===== config.mk =====
export PLATFORM = sky130hd
export DESIGN_NAME = tsr_slot_router
export DESIGN_NICKNAME = d
export VERILOG_FILES = /design/src/tsr_pkg.sv /design/src/tsr_slot_router.sv /design/src/tsr_fifo.sv /design/src/tsr_route_reg.sv
export SDC_FILE = /design/constraint.sdc
export NUM_CORES = 1
export LEC_CHECK = 0
export BUFFER_PORTS_ARGS = -buffer_cell sky130_fd_sc_hd__buf_4
export CELL_PAD_IN_SITES_DETAIL_PLACEMENT = 1
export CELL_PAD_IN_SITES_GLOBAL_PLACEMENT = 2
export CORE_MARGIN = 3
export CORE_UTILIZATION = 54
export DETAILED_ROUTE_END_ITERATION = 10
export PLACE_DENSITY = 0.88
export SYNTH_ARGS = -nofsm -noshare
export SYNTH_HDL_FRONTEND = slang
export SYNTH_SLANG_ARGS = --single-unit

===== constraint.sdc =====
create_clock -name clock -period 6.2 [get_ports clock]
set_input_delay 0.31 -clock clock [delete_from_list [all_inputs] [get_ports clock]]
set_output_delay 0.31 -clock clock [all_outputs]
set_load 0.02 [all_outputs]

===== src/tsr_pkg.sv =====
// Shared constants and types for the TDM slot routing block
package tsr_pkg;
  // Register addresses on the control port
  localparam logic [7:0] TSR_ROUTE5_ADDR = 8'h0e;
  localparam logic [7:0] TSR_ROUTE6_ADDR = 8'h0f;
  // Register reset values
  localparam logic [7:0] TSR_ROUTE5_RESET = 8'h51;
  localparam logic [7:0] TSR_ROUTE6_RESET = 8'h61;
  // Field positions inside a routing register
  localparam int TSR_SLOT_MSB = 7;
  localparam int TSR_SLOT_LSB = 4;
  localparam int TSR_RSVD_MSB = 3;
  localparam int TSR_RSVD_LSB = 1;
  localparam int TSR_DRIVE_BIT = 0;
  localparam logic [2:0] TSR_RSVD_VALUE = 3'h0;
  // Frame geometry
  localparam int TSR_SLOTS = 16;
  localparam int TSR_SLOT_LOG2 = 5;
  localparam int TSR_SLOT_IDX_W = 4;
  localparam int TSR_CNT_W = TSR_SLOT_IDX_W + TSR_SLOT_LOG2;
  localparam int TSR_SAMPLE_W = 24;
  localparam logic [TSR_SLOT_LOG2-1:0] TSR_LAST_SAMPLE_BIT = 5'h17;
  localparam logic [TSR_CNT_W-1:0] TSR_LAST_CNT = 9'h1ff;
  localparam int TSR_FIFO_DEPTH = 16;

  // Decoded view of one routing register
  typedef struct packed {
    logic [TSR_SLOT_IDX_W-1:0] slot_select;
    logic output_drive;
  } tsr_route_s;

  // One frame's worth of samples for the two channels
  typedef struct packed {
    logic [TSR_SAMPLE_W-1:0] ch6;
    logic [TSR_SAMPLE_W-1:0] ch5;
  } tsr_sample_s;

  // Register port request
  typedef struct packed {
    logic [7:0] addr;
    logic [7:0] wdata;
    logic wr;
    logic rd;
  } tsr_reg_req_s;
endpackage : tsr_pkg


===== src/tsr_slot_router.sv =====
// TDM serial output for two channels with per-channel slot routing
`timescale 1ns/1ps
// Behaviour
// - Channel 5 goes out in the slot its bits 7:4 name; reset 5.
// - Channel 5's bit 0 drives its slot at 1, floats it at 0 unless channel 6 drives it; reset 1.
// - Channel 6 goes out in the slot its bits 7:4 name unless channel 5 drives it; reset 6.
// - Channel 6's bit 0 drives its slot at 1, floats it at 0 unless channel 5 drives it; reset 1.
// - Bits 3:1 of both registers read zero; slot and drive are R/W.
module tsr_slot_router
  import tsr_pkg::*;
#(
  parameter int FIFO_DEPTH = TSR_FIFO_DEPTH
) (
  input wire logic clock,            // 200 MHz system clock
  input wire logic resetn,           // Async reset, active low
  input wire logic [7:0] reg_addr,   // Register address
  input wire logic [7:0] reg_wdata,  // Register write data
  input wire logic reg_wr,           // Write strobe, one cycle
  input wire logic reg_rd,           // Read strobe, one cycle
  input wire logic full_reset,       // Restore register defaults
  output logic [7:0] reg_rdata,      // Read data, registered
  output logic reg_rvalid,           // Read data valid, one cycle
  input wire logic sample_valid,     // New sample pair offered
  input tsr_sample_s sample_data,    // Channel 5 and 6 samples
  output logic sample_ready,         // FIFO has room
  input wire logic bclk,             // Bit clock, sampled
  input wire logic fsync,            // Frame clock, sampled
  output logic sdata_out,            // Serial data level
  output logic sdata_oe              // Serial data driven when high
);
  localparam int SW = $bits(tsr_sample_s);

  typedef struct packed {
    logic bclk_q;
    logic fsync_q;
    logic active;
    logic [TSR_CNT_W-1:0] cnt;
    tsr_sample_s cur;
    logic sdata;
    logic oe;
    logic [7:0] rdata;
    logic rvalid;
  } tsr_top_state_s;

  tsr_top_state_s st;
  tsr_top_state_s next_st;
  tsr_reg_req_s req;
  tsr_route_s route5;
  tsr_route_s route6;
  logic [7:0] rdata5;
  logic [7:0] rdata6;
  logic fifo_valid;
  tsr_sample_s fifo_data;
  logic [SW-1:0] fifo_raw;
  logic rise;
  logic fall;
  logic frame_start;
  logic [TSR_SLOT_IDX_W-1:0] cur_slot;
  logic [TSR_SLOT_LOG2-1:0] cur_bit;
  logic hit5;
  logic hit6;
  logic bit5;
  logic bit6;

  assign req = '{addr: reg_addr, wdata: reg_wdata, wr: reg_wr, rd: reg_rd};

  // Two identical routing registers, one per channel
  tsr_route_reg #(
    .ADDR(TSR_ROUTE5_ADDR),
    .RESET_VALUE(TSR_ROUTE5_RESET)
  ) u_route5 (
    .clock(clock),
    .resetn(resetn),
    .full_reset(full_reset),
    .req(req),
    .route(route5),
    .rdata(rdata5)
  );

  tsr_route_reg #(
    .ADDR(TSR_ROUTE6_ADDR),
    .RESET_VALUE(TSR_ROUTE6_RESET)
  ) u_route6 (
    .clock(clock),
    .resetn(resetn),
    .full_reset(full_reset),
    .req(req),
    .route(route6),
    .rdata(rdata6)
  );

  // Samples wait here until a frame starts; a frame takes one pair
  tsr_fifo #(
    .WIDTH(SW),
    .DEPTH(FIFO_DEPTH)
  ) u_fifo (
    .clock(clock),
    .resetn(resetn),
    .in_valid(sample_valid),
    .in_data(sample_data),
    .in_ready(sample_ready),
    .out_valid(fifo_valid),
    .out_data(fifo_raw),
    .out_ready(frame_start)
  );

  assign fifo_data = fifo_raw;

  // Edge detection of the sampled serial clocks
  assign rise = bclk && !st.bclk_q;
  assign fall = !bclk && st.bclk_q;
  // Frame begins when frame clock is first seen high on a rising edge
  assign frame_start = rise && fsync && !st.fsync_q;

  // Position inside the frame of the bit about to be sent
  assign cur_slot = st.cnt[TSR_CNT_W-1:TSR_SLOT_LOG2];
  assign cur_bit = st.cnt[TSR_SLOT_LOG2-1:0];
  assign hit5 = st.active && (cur_slot == route5.slot_select);
  assign hit6 = st.active && (cur_slot == route6.slot_select);

  // MSB first; slot bits past the sample width send zero
  always_comb begin
    bit5 = 1'b0;
    bit6 = 1'b0;
    if (cur_bit <= TSR_LAST_SAMPLE_BIT) begin
      bit5 = st.cur.ch5[TSR_LAST_SAMPLE_BIT - cur_bit];
      bit6 = st.cur.ch6[TSR_LAST_SAMPLE_BIT - cur_bit];
    end
  end

  // Frame sequencing, output driver and register read path
  always_comb begin
    next_st = st;
    next_st.bclk_q = bclk;
    next_st.rvalid = 1'b0;
    if (rise) begin
      next_st.fsync_q = fsync;
    end
    if (frame_start) begin
      next_st.active = 1'b1;
      next_st.cnt = '0;
      // An empty FIFO sends silence rather than stale samples
      next_st.cur = fifo_valid ? fifo_data : '0;
    end
    if (fall) begin
      // Channel 5 wins when both channels claim the same slot
      if (hit5 && route5.output_drive) begin
        next_st.oe = 1'b1;
        next_st.sdata = bit5;
      end else if (hit6 && route6.output_drive) begin
        next_st.oe = 1'b1;
        next_st.sdata = bit6;
      end else begin
        // Undriven slot, or drive bit clear: release the line
        next_st.oe = 1'b0;
        next_st.sdata = 1'b0;
      end
      if (st.active) begin
        next_st.cnt = st.cnt + 1'b1;
        // Stop after slot 15; a late frame clock must not wrap to slot 0
        if (st.cnt == TSR_LAST_CNT) begin
          next_st.active = 1'b0;
        end
      end
    end
    if (reg_rd) begin
      next_st.rvalid = 1'b1;
      unique case (reg_addr)
        TSR_ROUTE5_ADDR: next_st.rdata = rdata5;
        TSR_ROUTE6_ADDR: next_st.rdata = rdata6;
        default: next_st.rdata = 8'h00;
      endcase
    end
  end

  always_ff @(posedge clock or negedge resetn) begin
    if (!resetn) begin
      st <= '0;
    end else begin
      st <= next_st;
    end
  end

  assign sdata_out = st.sdata;
  assign sdata_oe = st.oe;
  assign reg_rdata = st.rdata;
  assign reg_rvalid = st.rvalid;

  // Channel 5 in its slot with drive set is on the line next cycle
  a_ch5_slot_data: assert property (
    @(posedge clock) disable iff (!resetn)
    (fall && hit5 && route5.output_drive) |=>
      (sdata_oe && sdata_out == $past(bit5)))
    else $error("channel 5 bit missing from its slot");

  // Drive bit clear floats channel 5's slot unless channel 6 owns it
  a_ch5_float: assert property (
    @(posedge clock) disable iff (!resetn)
    (fall && hit5 && !route5.output_drive &&
     !(hit6 && route6.output_drive)) |=> !sdata_oe)
    else $error("channel 5 slot driven with drive bit clear");

  // Channel 6 alone in its slot with drive set is on the line
  a_ch6_slot_data: assert property (
    @(posedge clock) disable iff (!resetn)
    (fall && hit6 && !hit5 && route6.output_drive) |=>
      (sdata_oe && sdata_out == $past(bit6)))
    else $error("channel 6 bit missing from its slot");

  // Channel 6 takes a shared slot when channel 5 is released there
  a_ch6_shared: assert property (
    @(posedge clock) disable iff (!resetn)
    (fall && hit6 && hit5 && !route5.output_drive &&
     route6.output_drive) |=> (sdata_oe && sdata_out == $past(bit6)))
    else $error("channel 6 missing from a shared slot");

  // Drive bit clear floats channel 6's slot unless channel 5 owns it
  a_ch6_float: assert property (
    @(posedge clock) disable iff (!resetn)
    (fall && hit6 && !route6.output_drive &&
     !(hit5 && route5.output_drive)) |=> !sdata_oe)
    else $error("channel 6 slot driven with drive bit clear");

  // Reserved bits of a routing read are zero
  a_rsvd_zero: assert property (
    @(posedge clock) disable iff (!resetn)
    (reg_rd && (reg_addr == TSR_ROUTE5_ADDR ||
     reg_addr == TSR_ROUTE6_ADDR)) |=>
      (reg_rvalid && reg_rdata[TSR_RSVD_MSB:TSR_RSVD_LSB] == 3'h0))
    else $error("reserved routing bits read nonzero");

  // Channel 6 read data follows its register one cycle later
  a_read_back: assert property (
    @(posedge clock) disable iff (!resetn)
    (reg_rd && reg_addr == TSR_ROUTE6_ADDR) |=>
      (reg_rdata == {$past(route6.slot_select), 3'h0,
                     $past(route6.output_drive)}))
    else $error("channel 6 register read mismatch");

  // Channel 5 read returns its live fields
  a_read_ch5: assert property (
    @(posedge clock) disable iff (!resetn)
    (reg_rd && reg_addr == TSR_ROUTE5_ADDR) |=>
      (reg_rvalid && reg_rdata == {$past(route5.slot_select), 3'h0,
                                   $past(route5.output_drive)}))
    else $error("channel 5 register read mismatch");

  // Full reset puts channel 5 back in its default slot, driven
  a_ch5_defaults: assert property (
    @(posedge clock) disable iff (!resetn)
    full_reset |=>
      (route5.slot_select == TSR_ROUTE5_RESET[TSR_SLOT_MSB:TSR_SLOT_LSB] &&
       route5.output_drive == TSR_ROUTE5_RESET[TSR_DRIVE_BIT]))
    else $error("channel 5 routing not restored by full reset");

  // Full reset puts channel 6 back in its default slot, driven
  a_ch6_defaults: assert property (
    @(posedge clock) disable iff (!resetn)
    full_reset |=>
      (route6.slot_select == TSR_ROUTE6_RESET[TSR_SLOT_MSB:TSR_SLOT_LSB] &&
       route6.output_drive == TSR_ROUTE6_RESET[TSR_DRIVE_BIT]))
    else $error("channel 6 routing not restored by full reset");

  // A slot no channel drives leaves the line released
  a_idle_slot: assert property (
    @(posedge clock) disable iff (!resetn)
    (fall && !(hit5 && route5.output_drive) &&
     !(hit6 && route6.output_drive)) |=> !sdata_oe)
    else $error("line driven in an unowned slot");

  // Outside a frame the line is released and low
  a_no_frame_float: assert property (
    @(posedge clock) disable iff (!resetn)
    (fall && !st.active) |=> (!sdata_oe && !sdata_out))
    else $error("line driven outside a frame");

  // Channel 5 slot bits past the sample width go out as driven zeros
  a_pad_zero: assert property (
    @(posedge clock) disable iff (!resetn)
    (fall && hit5 && route5.output_drive &&
     cur_bit > TSR_LAST_SAMPLE_BIT) |=> (sdata_oe && !sdata_out))
    else $error("padding bit of channel 5 slot not zero");

  // Frame start takes the FIFO head and restarts at slot 0
  a_frame_load: assert property (
    @(posedge clock) disable iff (!resetn)
    (frame_start && fifo_valid) |=>
      (st.active && st.cnt == '0 && st.cur == $past(fifo_data)))
    else $error("frame start did not load the head sample");

  // After slot 15 the frame closes, so slot 0 is never sent twice
  a_frame_close: assert property (
    @(posedge clock) disable iff (!resetn)
    (fall && st.active && st.cnt == TSR_LAST_CNT) |=>
      !st.active)
    else $error("frame did not close after the last slot");

  // Every read, and only a read, answers with a one-cycle valid
  a_read_pulse: assert property (
    @(posedge clock) disable iff (!resetn)
    reg_rvalid == $past(reg_rd))
    else $error("read valid not one cycle after the read strobe");

  // Line level never changes except on a bit clock falling edge
  a_hold_between: assert property (
    @(posedge clock) disable iff (!resetn)
    !fall |=> ($stable(sdata_oe) && $stable(sdata_out)))
    else $error("serial output changed off a falling edge");
endmodule : tsr_slot_router


===== src/tsr_fifo.sv =====
// Sample FIFO with valid/ready on both sides
`timescale 1ns/1ps
module tsr_fifo #(
  parameter int WIDTH = 48,
  parameter int DEPTH = 16
) (
  input wire logic clock,              // System clock
  input wire logic resetn,             // Async reset, active low
  input wire logic in_valid,           // Producer has a word
  input wire logic [WIDTH-1:0] in_data, // Word to store
  output logic in_ready,               // Space available, registered
  output logic out_valid,              // Word available, registered
  output logic [WIDTH-1:0] out_data,   // Head word
  input wire logic out_ready           // Consumer takes the head
);
  localparam int PW = $clog2(DEPTH);
  localparam int CW = $clog2(DEPTH + 1);
  localparam logic [CW-1:0] FULL_COUNT = CW'(DEPTH);
  localparam logic [PW-1:0] LAST_PTR = PW'(DEPTH - 1);

  typedef struct packed {
    logic [PW-1:0] wp;
    logic [PW-1:0] rp;
    logic [CW-1:0] count;
    logic not_full;
    logic not_empty;
  } tsr_fifo_state_s;

  tsr_fifo_state_s st;
  tsr_fifo_state_s next_st;
  logic [WIDTH-1:0] mem [DEPTH];
  logic push;
  logic pop;

  assign push = in_valid && st.not_full;
  assign pop = out_ready && st.not_empty;
  assign in_ready = st.not_full;
  assign out_valid = st.not_empty;
  assign out_data = mem[st.rp];

  // Pointer and occupancy update; flags kept as flops
  always_comb begin
    next_st = st;
    if (push) begin
      next_st.wp = (st.wp == LAST_PTR) ? '0 : st.wp + 1'b1;
    end
    if (pop) begin
      next_st.rp = (st.rp == LAST_PTR) ? '0 : st.rp + 1'b1;
    end
    if (push && !pop) begin
      next_st.count = st.count + 1'b1;
    end else if (pop && !push) begin
      next_st.count = st.count - 1'b1;
    end
    next_st.not_full = (next_st.count != FULL_COUNT);
    next_st.not_empty = (next_st.count != '0);
  end

  always_ff @(posedge clock or negedge resetn) begin
    if (!resetn) begin
      st <= '{wp: '0, rp: '0, count: '0, not_full: 1'b1, not_empty: 1'b0};
    end else begin
      st <= next_st;
    end
  end

  // Storage has no reset; only written words are ever read
  always_ff @(posedge clock) begin
    if (push) begin
      mem[st.wp] <= in_data;
    end
  end
endmodule : tsr_fifo


===== src/tsr_route_reg.sv =====
// One channel's slot routing and drive register
`timescale 1ns/1ps
module tsr_route_reg
  import tsr_pkg::*;
#(
  parameter logic [7:0] ADDR = TSR_ROUTE5_ADDR,
  parameter logic [7:0] RESET_VALUE = TSR_ROUTE5_RESET
) (
  input wire logic clock,         // System clock
  input wire logic resetn,        // Async reset, active low
  input wire logic full_reset,    // Restore reset value, one-cycle pulse
  input tsr_reg_req_s req,        // Register port request
  output tsr_route_s route,       // Decoded fields, registered
  output logic [7:0] rdata        // Read view of this register
);
  tsr_route_s st;
  tsr_route_s next_st;
  tsr_route_s reset_st;

  assign reset_st.slot_select = RESET_VALUE[TSR_SLOT_MSB:TSR_SLOT_LSB];
  assign reset_st.output_drive = RESET_VALUE[TSR_DRIVE_BIT];
  assign route = st;
  // Reserved bits always read as zero
  assign rdata = {st.slot_select, TSR_RSVD_VALUE, st.output_drive};

  // Write of slot and drive fields; reserved bits dropped
  always_comb begin
    next_st = st;
    if (full_reset) begin
      next_st = reset_st;
    end else if (req.wr && req.addr == ADDR) begin
      next_st.slot_select = req.wdata[TSR_SLOT_MSB:TSR_SLOT_LSB];
      next_st.output_drive = req.wdata[TSR_DRIVE_BIT];
    end
  end

  always_ff @(posedge clock or negedge resetn) begin
    if (!resetn) begin
      st <= '{slot_select: RESET_VALUE[TSR_SLOT_MSB:TSR_SLOT_LSB],
              output_drive: RESET_VALUE[TSR_DRIVE_BIT]};
    end else begin
      st <= next_st;
    end
  end

  // A write lands in both fields on the next cycle
  a_write_lands: assert property (
    @(posedge clock) disable iff (!resetn)
    (req.wr && req.addr == ADDR && !full_reset) |=>
      (st.slot_select == $past(req.wdata[TSR_SLOT_MSB:TSR_SLOT_LSB]) &&
       st.output_drive == $past(req.wdata[TSR_DRIVE_BIT])))
    else $error("routing register write did not land");
endmodule : tsr_route_reg


==> impl_metrics.toml, run 1 <==
[status]
status = "completed"

[sta]
skew_ns = 0.0252
rsz0062_at_grt = "false"
layout_min_cycle_time_ns = 3.30
finalSetupViolations = 0
tightest_slew_ns = 1.20
maxSlewViolCount = 0
finalHoldViolations = 0
maxSlewHeadroom_pct = 20.2
whs_ns = 0.0383
final.period_utilization_pct = 53.3
max_freq_ghz = 0.303
tns_ns = 0

[grt]
antenna_found_initial = 5
grt_start_max_net_pins = 118
grt_util_met2_pct = 42.7
use_met3_pct = 4.86
busiest_layer = "met2"
grt_pass1_wl_um = 121000
grt_pass1_vias = 17500
gr-usage-all-layers_pct = 25.5
grt.overflow.total = 0
use_met1_pct = 34.1

[yosys]
synth_area_leaders = "edfxtp_1 69%, mux4_2 13%, dfrtp_1 6.4%"
synthArstFlopShare_pct = 10.8
synth_top_area_share_pct = 68.6
netlist_top_cells_count = "768 x edfxtp_1, 193 x mux4_2, 86 x dfrtp_1"
synth_cells = 1462
syn_area_sq_um = 33600
post-synth-top-count-cell = "edfxtp_1"
yosysSeqAreaShare_pct = 75.5
synth_edf_count = 768
ys_seq_elements = 861
synth.avg_cell_area_sq_um = 23.0
synth_top_area_cell = "edfxtp_1"
synth_flop_cell = "edfxtp_1"
yosysUniqueCellTypes = 50
yosys_warnings = 0

[min_path]
hp-start = "reg_wdata[0]"
hold_depth = 3
min_path_type = "primary input to register"
hold_end = "u_route6.rdata[0]"

[clock_tree]
cts.sink_count = 861
cts_resized = 0
postCtsHoldBufs = 59
cts_buffers = 86
clk_path_buf_depth = 3
cts_root_buffer = "clkbuf_16"
post_cts_buffers = 0
htreeDepth = 3
cts_tree = "yes"
path_clk_slew_ns = 0.06
insertion_delay_ns = 0.64

[die]
start_util_pct = 55.1
die_w_um = 256
dieArea_sq_um = 65300
core-area_sq_um = 61000
io_pins = 84
std_cell_rows = 90
die_height_um = 256

[worst_setup_path]
worstSetupPathType = "register to register"
reg2reg_to = "u_fifo.mem[10][42]"
ff2ff_path_depth = 4
cp-start-kind = "register"
cp.required_ns = 6.45
cp-end-kind = "register"
crit_start = "u_fifo.in_ready"
path_max_fanout = 28
r2r_start = "u_fifo.in_ready"
rrSetupSlack_ns = 2.90
arrival_ns = 3.55

[routing]
via_per_inst = 6.42
route.detailed.drc = 0
drtAntennaViolNets = 0
dr.first_iter.drc_count = 1908
vias = 16200
routed_wl_um = 81900
first_pass_iters = 5
wl_per_cell_um = 32.4

[power]
power_leakage_nw = 12.7
power_density_nw_per_um2 = 432
peakVddDrop_v = 0.000303
total_power_w = 0.0166

[run]
maxCapViolCount = 0

[placed_design]
gp_congestion = 0.722
place.detailed.hpwl_um = 38300
io_buffers = 77

[layout]
multi_input_comb_area_sq_um = 7640
drive_gt1_share_pct = 27.0
area_delta_synth_final_pct = 14.2
nets = 1708
ff_latch_area_sq_um = 25400
nFillCells = 4916
==> how the worst max path moves through the flow <==
stage / endpoint / slack (ns) / depth (start not counted)
6_report: u_fifo.mem[10][42] / 2.90 / 4
5_1_grt: u_fifo.mem[10][12] / 2.72 / 4
4_1_cts: u_fifo.mem[10][12] / 2.93 / 4
3_5_place_dp: u_fifo.mem[10][34] / 2.97 / 4
3_3_place_gp: u_fifo.mem[10][42] / 3.15 / 4
2_1_floorplan: u_fifo.mem[10][0] / 3.40 / 4
==> layer usage <==
| layer | up-vias | part of all wire, % |
|---|---|---|
| met2 | 880 | 51 |
| met4 | 4 | 3.1 |
| met1 | 8615 | 38 |
| li1 | 6567 | - |
| met3 | 149 | 7.8 |
| met5 | - | 0.033 |
==> cells in the final DEF (no fill, tap or decap), types with 19 or more instances in the layout <==
master / netlist / routed
buf_4: 8 / 99
edfxtp_1: 768 / 768
mux4_2: 193 / 193
nand2_1: 25 / 25
dfrtp_1: 86 / 82
a22o_1: 50 / 50
mux4_1: 55 / 55
dlygate4sd3_1: 0 / 59
clkbuf_16: 0 / 90
a21oi_1: 19 / 19
==> worst max-delay path: stages, from the launching register on <==
cell and delay, ns:
dfstp_2 0.57, nand2_1 0.28, nor3b_1 0.55, and2_2 0.85, buf_4 0.66
==> area by class of cell <==
| cell class | count | share of cell area (%) |
|---|---|---|
| clock inverter | 50 | 1.42 |
| clock buffer | 110 | 6.19 |
| antenna | 2 | 0.0130 |
| timing repair buffer | 161 | 3.63 |
| multi-input combinational | 509 | 19.9 |
| sequential | 861 | 66.1 |
| inverter | 6 | 0.0586 |
| tap | 828 | 2.70 |
==> state kept, by name, indices dropped and copies added, names as in the netlist <==
signal and cells:
sdata_oe 1, u_fifo.mem 768, sdata_out 1, st 51, reg_rvalid 1, u_fifo.in_ready 1, cur_bit 5, u_route6.rdata 5
u_route5.rdata 5, u_fifo.out_valid 1, cur_slot 4, reg_rdata 5, u_fifo.st 13
==> cell families (layout without fill, tap and decap cells) <==
kind of cell / count (synthesis) / count (layout) / synth area share [%]
other: 1 / 5 / 0.0111
buffers and inverters: 94 / 327 / 1.89
AND/OR/NAND/NOR: 109 / 109 / 1.71
multiplexers: 258 / 258 / 17.5
flip-flops: 861 / 861 / 75.5
adder cells (fa/ha/maj): 11 / 11 / 0.409
XOR/XNOR: 17 / 17 / 0.443
AO/OA/AOI/OAI: 111 / 111 / 2.50
==> power breakdown <==
part           internal (W)  leakage [nW]  switching (W)
clock               0.00318          1.42        0.00219
combinational       0.00187          3.18        0.00193
sequential          0.00704          8.10       0.000385
total                0.0121          12.7        0.00451
==> metrics by stage <==
stage / setup slack [ns] / cells / cell area (sq um) / utilization [%]
final: 2.90 / 2527 / 38400 / 63.0
after global routing: 2.72 / 2526 / 38400 / 63.0
after CTS: 2.93 / 2525 / 38400 / 63.0
after detailed placement: 2.97 / 2306 / 34900 / 57.2
after global placement: 3.15 / 2306 / 34900 / 57.2
after floorplan: 3.40 / 1464 / 33600 / -
No activity file was read; power rests on OpenSTA's default activity.
==> inputs of run 2 (changes only) <==
- ABC_AREA: default -> 1
- CORE_UTILIZATION: 54 -> 44
- PLACE_DENSITY: 0.88 -> 0.84
- clock period: 6.2 -> 3.2 ns (I/O delays scaled with it)
==> impl_metrics.toml, run 2 <==
[placed_design]
io_buffers = 77
pre_cts_ws_ns = 0.748
gp_congestion = 0.790
place_inst = 3834
place.detailed.hpwl_um = 54800

[worst_setup_path]
crit_chain = "dlygate4sd3_1, buf_4, nor2_1, dlygate4sd3_1, nand2_1, nor3_2, nand2_1, nand2_1, o21ai_0, dlygate4sd3_1, o21ai_0, dlygate4sd3_1"
arrival_ns = 3.41
rrSetupSlack_ns = 0.75
cp.required_ns = 3.77
cp-start-kind = "primary input"
path_max_fanout = 6
critPathMaxStageDelay_ns = 0.58
critPathBufInv = 5
cp-end-kind = "register"
path_delay_family = "buffers and inverters"
ff2ff_path_depth = 6
worstSetupPathType = "primary input to register"
crit_slowest_cell = "dlygate4sd3_1"
reg2reg_to = "u_fifo.mem[12][5]"
r2r_start = "u_fifo.in_ready"
crit_path_frequent_cell = "dlygate4sd3_1"

[min_path]
hold_end = "u_route6.rdata[0]"
hp-start = "reg_addr[6]"
hold_depth = 7
min_path_type = "primary input to register"

[power]
power_leakage_nw = 13.9
peakVddDrop_v = 0.000812
total_power_w = 0.0357
power_density_nw_per_um2 = 889

[sta]
tightest_slew_ns = 1.16
max_freq_ghz = 0.352
maxSlewHeadroom_pct = 22.9
layout_min_cycle_time_ns = 2.84
maxSlewViolCount = 0
finalSetupViolations = 0
finalWorstSetupSlack_ns = 0.363
whs_ns = 0.0129
final.period_utilization_pct = 88.7
rsz0062_at_grt = "false"
skew_ns = 0.0209
finalHoldViolations = 0

[status]
status = "completed"

[yosys]
synth_edf_count = 768
synthArstFlopShare_pct = 10.8
synth_cells = 2828
synth_top_area_share_pct = 66.7
synth.avg_cell_area_sq_um = 12.2
netlist_top_cells_count = "768 x edfxtp_1, 523 x nor2_1, 379 x o21ai_0"
ys_seq_elements = 861
yosysSeqAreaShare_pct = 73.5
syn_area_sq_um = 34600
synth_area_leaders = "edfxtp_1 67%, dfrtp_1 6.2%, nor2_1 5.7%"
synth_flop_cell = "edfxtp_1"
yosysUniqueCellTypes = 40
yosys_warnings = 0
synth_top_area_cell = "edfxtp_1"
post-synth-top-count-cell = "edfxtp_1"

[clock_tree]
cts_buffers = 89
cts_root_buffer = "clkbuf_16"
clk_path_buf_depth = 3
path_clk_slew_ns = 0.06
insertion_delay_ns = 0.64
cts.sink_count = 861
post_cts_buffers = 0
cts_tree = "yes"
htreeDepth = 3

[layout]
multi_input_comb_area_sq_um = 8220
instances_no_fill = 4065
nFillCells = 7941
largest_register = "u_fifo.mem"
drive_gt1_share_pct = 10.8
final_cell_mix = "768 x edfxtp_1, 508 x nor2_1, 379 x o21ai_0"
area_delta_synth_final_pct = 16.2
final_common_cell = "edfxtp_1"
largest_register_ffs = 768
nets = 3037
top_regs = "u_fifo.mem x768, st x51, u_fifo.st x13"
ff_latch_area_sq_um = 25400

[grt]
grt.overflow.total = 0
grt_pass1_wl_um = 153000
antenna_found_initial = 4
gr-usage-all-layers_pct = 24.5
grt_start_max_net_pins = 198
grt_pass1_vias = 25200

[die]
core-area_sq_um = 77600
dieArea_sq_um = 81900
std_cell_rows = 102
io_pins = 84
die_height_um = 286
start_util_pct = 44.5
die_w_um = 286

[routing]
dr.first_iter.drc_count = 2023
via_per_inst = 5.78
vias = 23500
routed_wl_um = 101000
wl_per_cell_um = 24.8
route.detailed.drc = 0
drtAntennaViolNets = 0
first_pass_iters = 5

[run]
maxCapViolCount = 0
run 2: changes by cell type in the layout (fill, tap and decap cells not counted), sizes merged, moves of 50 or more:
cell	change
o22ai	+109
mux4	-248
o211ai	+73
nor2	+521
nand3	+128
a22o	-50
nand2	+345
o21ai	+439
run 2: how the worst max path moves through the flow:
stage | startpoint | to | slack, ns | depth (start not counted)
floorplan | u_fifo.in_ready | u_fifo.mem[3][0] | -1.42 | 2
global placement | u_fifo.in_ready | u_fifo.mem[12][2] | 0.80 | 6
detailed placement | u_fifo.in_ready | u_fifo.mem[12][2] | 0.75 | 6
CTS | reg_addr[5] | u_route6.rdata[5] | 0.34 | 12
global route | reg_addr[5] | u_route6.rdata[4] | 0.15 | 12
finish | reg_addr[5] | u_route6.rdata[5] | 0.36 | 12
run 2: what timing repair did:
item / 4_1_cts / 5_1_grt
hold buffers: 69 / 0
endpoints found under the hold margin: 867 / 0
gates resized for setup: 0 / 1
setup endpoints to repair: 0 / 1
run 2: through the flow:
step,TNS [ns],util [%],area [sq um]
2_1_floorplan,-140.75,-,34600
3_3_place_gp,0,47.1,36600
3_5_place_dp,0,47.1,36600
4_1_cts,0,51.8,40200
5_1_grt,0,51.8,40200
6_report,0,51.8,40200
run 2: kinds of logic (layout without fill, tap and decap cells):
| family | Yosys count | count (layout) | synth area share (%) |
|---|---|---|---|
| xor gates and xnor gates | 10 | 10 | 0.253 |
| DFF | 861 | 861 | 73.5 |
| AOI/OAI and AO/OA | 653 | 653 | 10.5 |
| and+or+nand+nor | 1062 | 1062 | 12.3 |
| adders and majority gates | 11 | 11 | 0.398 |
| buffers and inverters | 230 | 423 | 3.14 |
| other | 1 | 5 | 0.0109 |
run 2: area by class of cell:
type                       instances  share of cell area [%]
antenna                            2                  0.0125
clock buffer                     109                    5.94
clock inverter                    51                    1.26
inverter                          49                   0.480
multi-input combinational       1739                    20.5
sequential                       861                    63.3
tap                             1040                    3.24
timing repair buffer             214                    5.36
run 2: power breakdown:
part	switching [W]	internal, W
combinational	0.00791	0.00318
sequential	0.000594	0.0137
clock	0.00434	0.00603
total	0.0128	0.0229
run 2: routing by layer:
metal	vias up	GRT usage (%)	wire length, um
met5	-	0	23
met4	4	8.42	3030
met3	201	3.61	5520
met2	725	43.0	51300
met1	12200	31.3	41000
li1	10400	-	-
run 2: tightest hold or removal path, stage by stage:
cell	delay, ns
buf_4	0.08
nor2_1	0.03
nand2_1	0.08
nor3_2	0.06
nand2_1	0.07
nand2_1	0.05
o21ai_0	0.07
==> inputs of run 3 (changes only) <==
- CORE_UTILIZATION: 44 -> 43
- PLACE_DENSITY: 0.84 -> 0.83
- SYNTH_HIERARCHICAL: default -> 1
==> impl_metrics.toml, run 3 <==
[yosys]
netlist_top_cells_count = "768 x edfxtp_1, 527 x nor2_1, 433 x nand2_1"
synth_mux_area_share_pct = 0
synth_top_area_share_pct = 64.7
synth_edf_count = 768
synth_simple_gate_area_share_pct = 13.0
synth_area_leaders = "edfxtp_1 65%, dfrtp_1 6.3%, nor2_1 5.6%"
synth.avg_cell_area_sq_um = 11.9
synth_compound_area_share_pct = 10.4
synth_top_area_cell = "edfxtp_1"
yosys_warnings = 6
syn_area_sq_um = 35600
synth_top_family_by_area = "simple AND/OR/NAND/NOR gates"
synthAdderAreaFrac_pct = 0.351
post-synth-top-count-cell = "edfxtp_1"
synth_flop_cell = "edfxtp_1"
synth_cells = 2985
ys_seq_elements = 864
yosysSeqAreaShare_pct = 71.5
synthXorXnorAreaFrac_pct = 0.0737
synthArstFlopShare_pct = 11.1
yosysUniqueCellTypes = 47

[clock_tree]
postCtsHoldBufs = 85
cts.sink_count = 864
post_cts_buffers = 0
cts_root_buffer = "clkbuf_16"
cts_buffers = 90
htreeDepth = 3
cts_tree = "yes"
path_clk_slew_ns = 0.06
insertion_delay_ns = 0.66
clk_path_buf_depth = 3
cts_resized = 0

[routing]
drtAntennaViolNets = 0
via_per_inst = 5.66
vias = 24000
dr.first_iter.drc_count = 1697
routed_wl_um = 98600
route.detailed.drc = 0
first_pass_iters = 5
wl_per_cell_um = 23.3

[worst_setup_path]
r2r_start = "u_fifo/in_ready"
crit_start = "reg_addr[2]"
crit_slowest_cell = "dlygate4sd3_1"
cp-start-kind = "primary input"
path_max_fanout = 5
crit_path_frequent_cell = "dlygate4sd3_1"
critPathBufInv = 6
cp-end-kind = "register"
critPathMaxStageDelay_ns = 0.72
cp.required_ns = 3.78
path_delay_family = "buffers and inverters"
worstSetupPathType = "primary input to register"
arrival_ns = 3.48
crit_chain = "dlygate4sd3_1, buf_4, inv_1, nor4b_2, dlygate4sd3_1, nand3_1, dlygate4sd3_1, a31oi_1, dlygate4sd3_1"

[sta]
finalHoldViolations = 0
maxSlewViolCount = 0
final.period_utilization_pct = 90.6
layout_min_cycle_time_ns = 2.90
finalWorstSetupSlack_ns = 0.299
whs_ns = 0.0598
max_freq_ghz = 0.345
skew_ns = 0.0274
rsz0062_at_grt = "false"
finalSetupViolations = 0
tightest_slew_ns = 0.891
maxSlewHeadroom_pct = 40.5

[die]
die_height_um = 294
start_util_pct = 43.8
die_w_um = 294
std_cell_rows = 104
core-area_sq_um = 81300
io_pins = 84
dieArea_sq_um = 86300

[layout]
final_util_pct = 50.6
final_common_cell = "edfxtp_1"
largest_register_ffs = 768
area_delta_synth_final_pct = 15.5
largest_register = "u_fifo/mem"
final_cell_mix = "768 x edfxtp_1, 512 x nor2_1, 433 x nand2_1"
drive_gt1_share_pct = 10.5
postLayoutCellArea_sq_um = 41100
top_regs = "u_fifo/mem x768, st x51, u_fifo/st x13"
nets = 3178
insertedDiodeCount = 0

[placed_design]
placed_area_sq_um = 37300
gp_congestion = 0.761
place.detailed.hpwl_um = 52000
pre_cts_ws_ns = 0.578
io_buffers = 80

[power]
total_power_w = 0.0363
peakVddDrop_v = 0.000788
power_leakage_nw = 14.5
power_density_nw_per_um2 = 881

[status]
status = "completed"

[grt]
grt.overflow.total = 0
grt_pass1_wl_um = 151000
grt_pass1_vias = 25800
gr-usage-all-layers_pct = 22.9
antenna_found_initial = 1
grt_start_max_net_pins = 147

[run]
maxCapViolCount = 0

[min_path]
min_path_type = "primary input to register"
hp-start = "reg_addr[5]"
## run 3: cell types whose count changed after synthesis, sizes merged, moves of 10 or more
cell and delta:
o22ai -10, nand2 +71, o211ai +22, inv +52, buf +26
## run 3: report_power, final
part / internal (W) / switching, W / total [W]
logic: 0.00340 / 0.00792 / 0.0113
registers: 0.0137 / 0.000646 / 0.0144
clock network: 0.00621 / 0.00433 / 0.0105
total: 0.0234 / 0.0129 / 0.0363
## run 3: tightest hold or removal path, stage by stage
cell	delay (ns)
buf_4	0.11
inv_1	0.05
nand2_2	0.07
nor2_4	0.05
nand2_4	0.07
nand3_1	0.08
nand2_1	0.07
## run 3: layout make-up
cell class / instances / area [sq um]
timing repair buffer: 220 / 2280
fill: 8283 / 40200
sequential: 864 / 25500
inverter: 102 / 425
multi-input combinational: 1818 / 8640
tap: 1060 / 1330
clock buffer: 127 / 2500
clock inverter: 43 / 483
## run 3: per-layer routing
layer / track usage [%] / vias to the layer above / wire (um) / share of wire [%]
met5: 0 / - / 13 / 0.013
met3: 3.08 / 157 / 4410 / 4.5
met4: 7.23 / 2 / 2380 / 2.4
met1: 29.4 / 12400 / 42000 / 43
li1: - / 10800 / - / -
met2: 40.6 / 547 / 49800 / 51
## run 3: cells by family (layout without fill, tap and decap cells)
kind of cell	Yosys count	count (layout)
simple gates	1136	1136
fa+ha+maj	10	10
buf+inv	307	492
other cells	2	6
compound gates	663	663
xor+xnor	3	3
flops	864	864
## run 3: final timing paths
kind | endpoint | slack [ns] | cells after the start
max | reg_rdata[4] | 0.30 | 9
min | u_route5/rdata[4] | 0.06 | 7
max reg2reg | u_fifo/mem[5][27] | 0.58 | 5
min reg2reg | st[51] | 0.48 | 2
max in group asynchronous | st[33] | 2.33 | 3
min in group asynchronous | st[53] | 0.09 | 2
## run 3: stage by stage
| stage | TNS, ns | cells |
|---|---|---|
| 2_1_floorplan | -139.00 | 2989 |
| 3_3_place_gp | 0 | 3979 |
| 3_5_place_dp | 0 | 3979 |
| 4_1_cts | 0 | 4234 |
| 5_1_grt | 0 | 4234 |
| 6_report | 0 | 4234 |
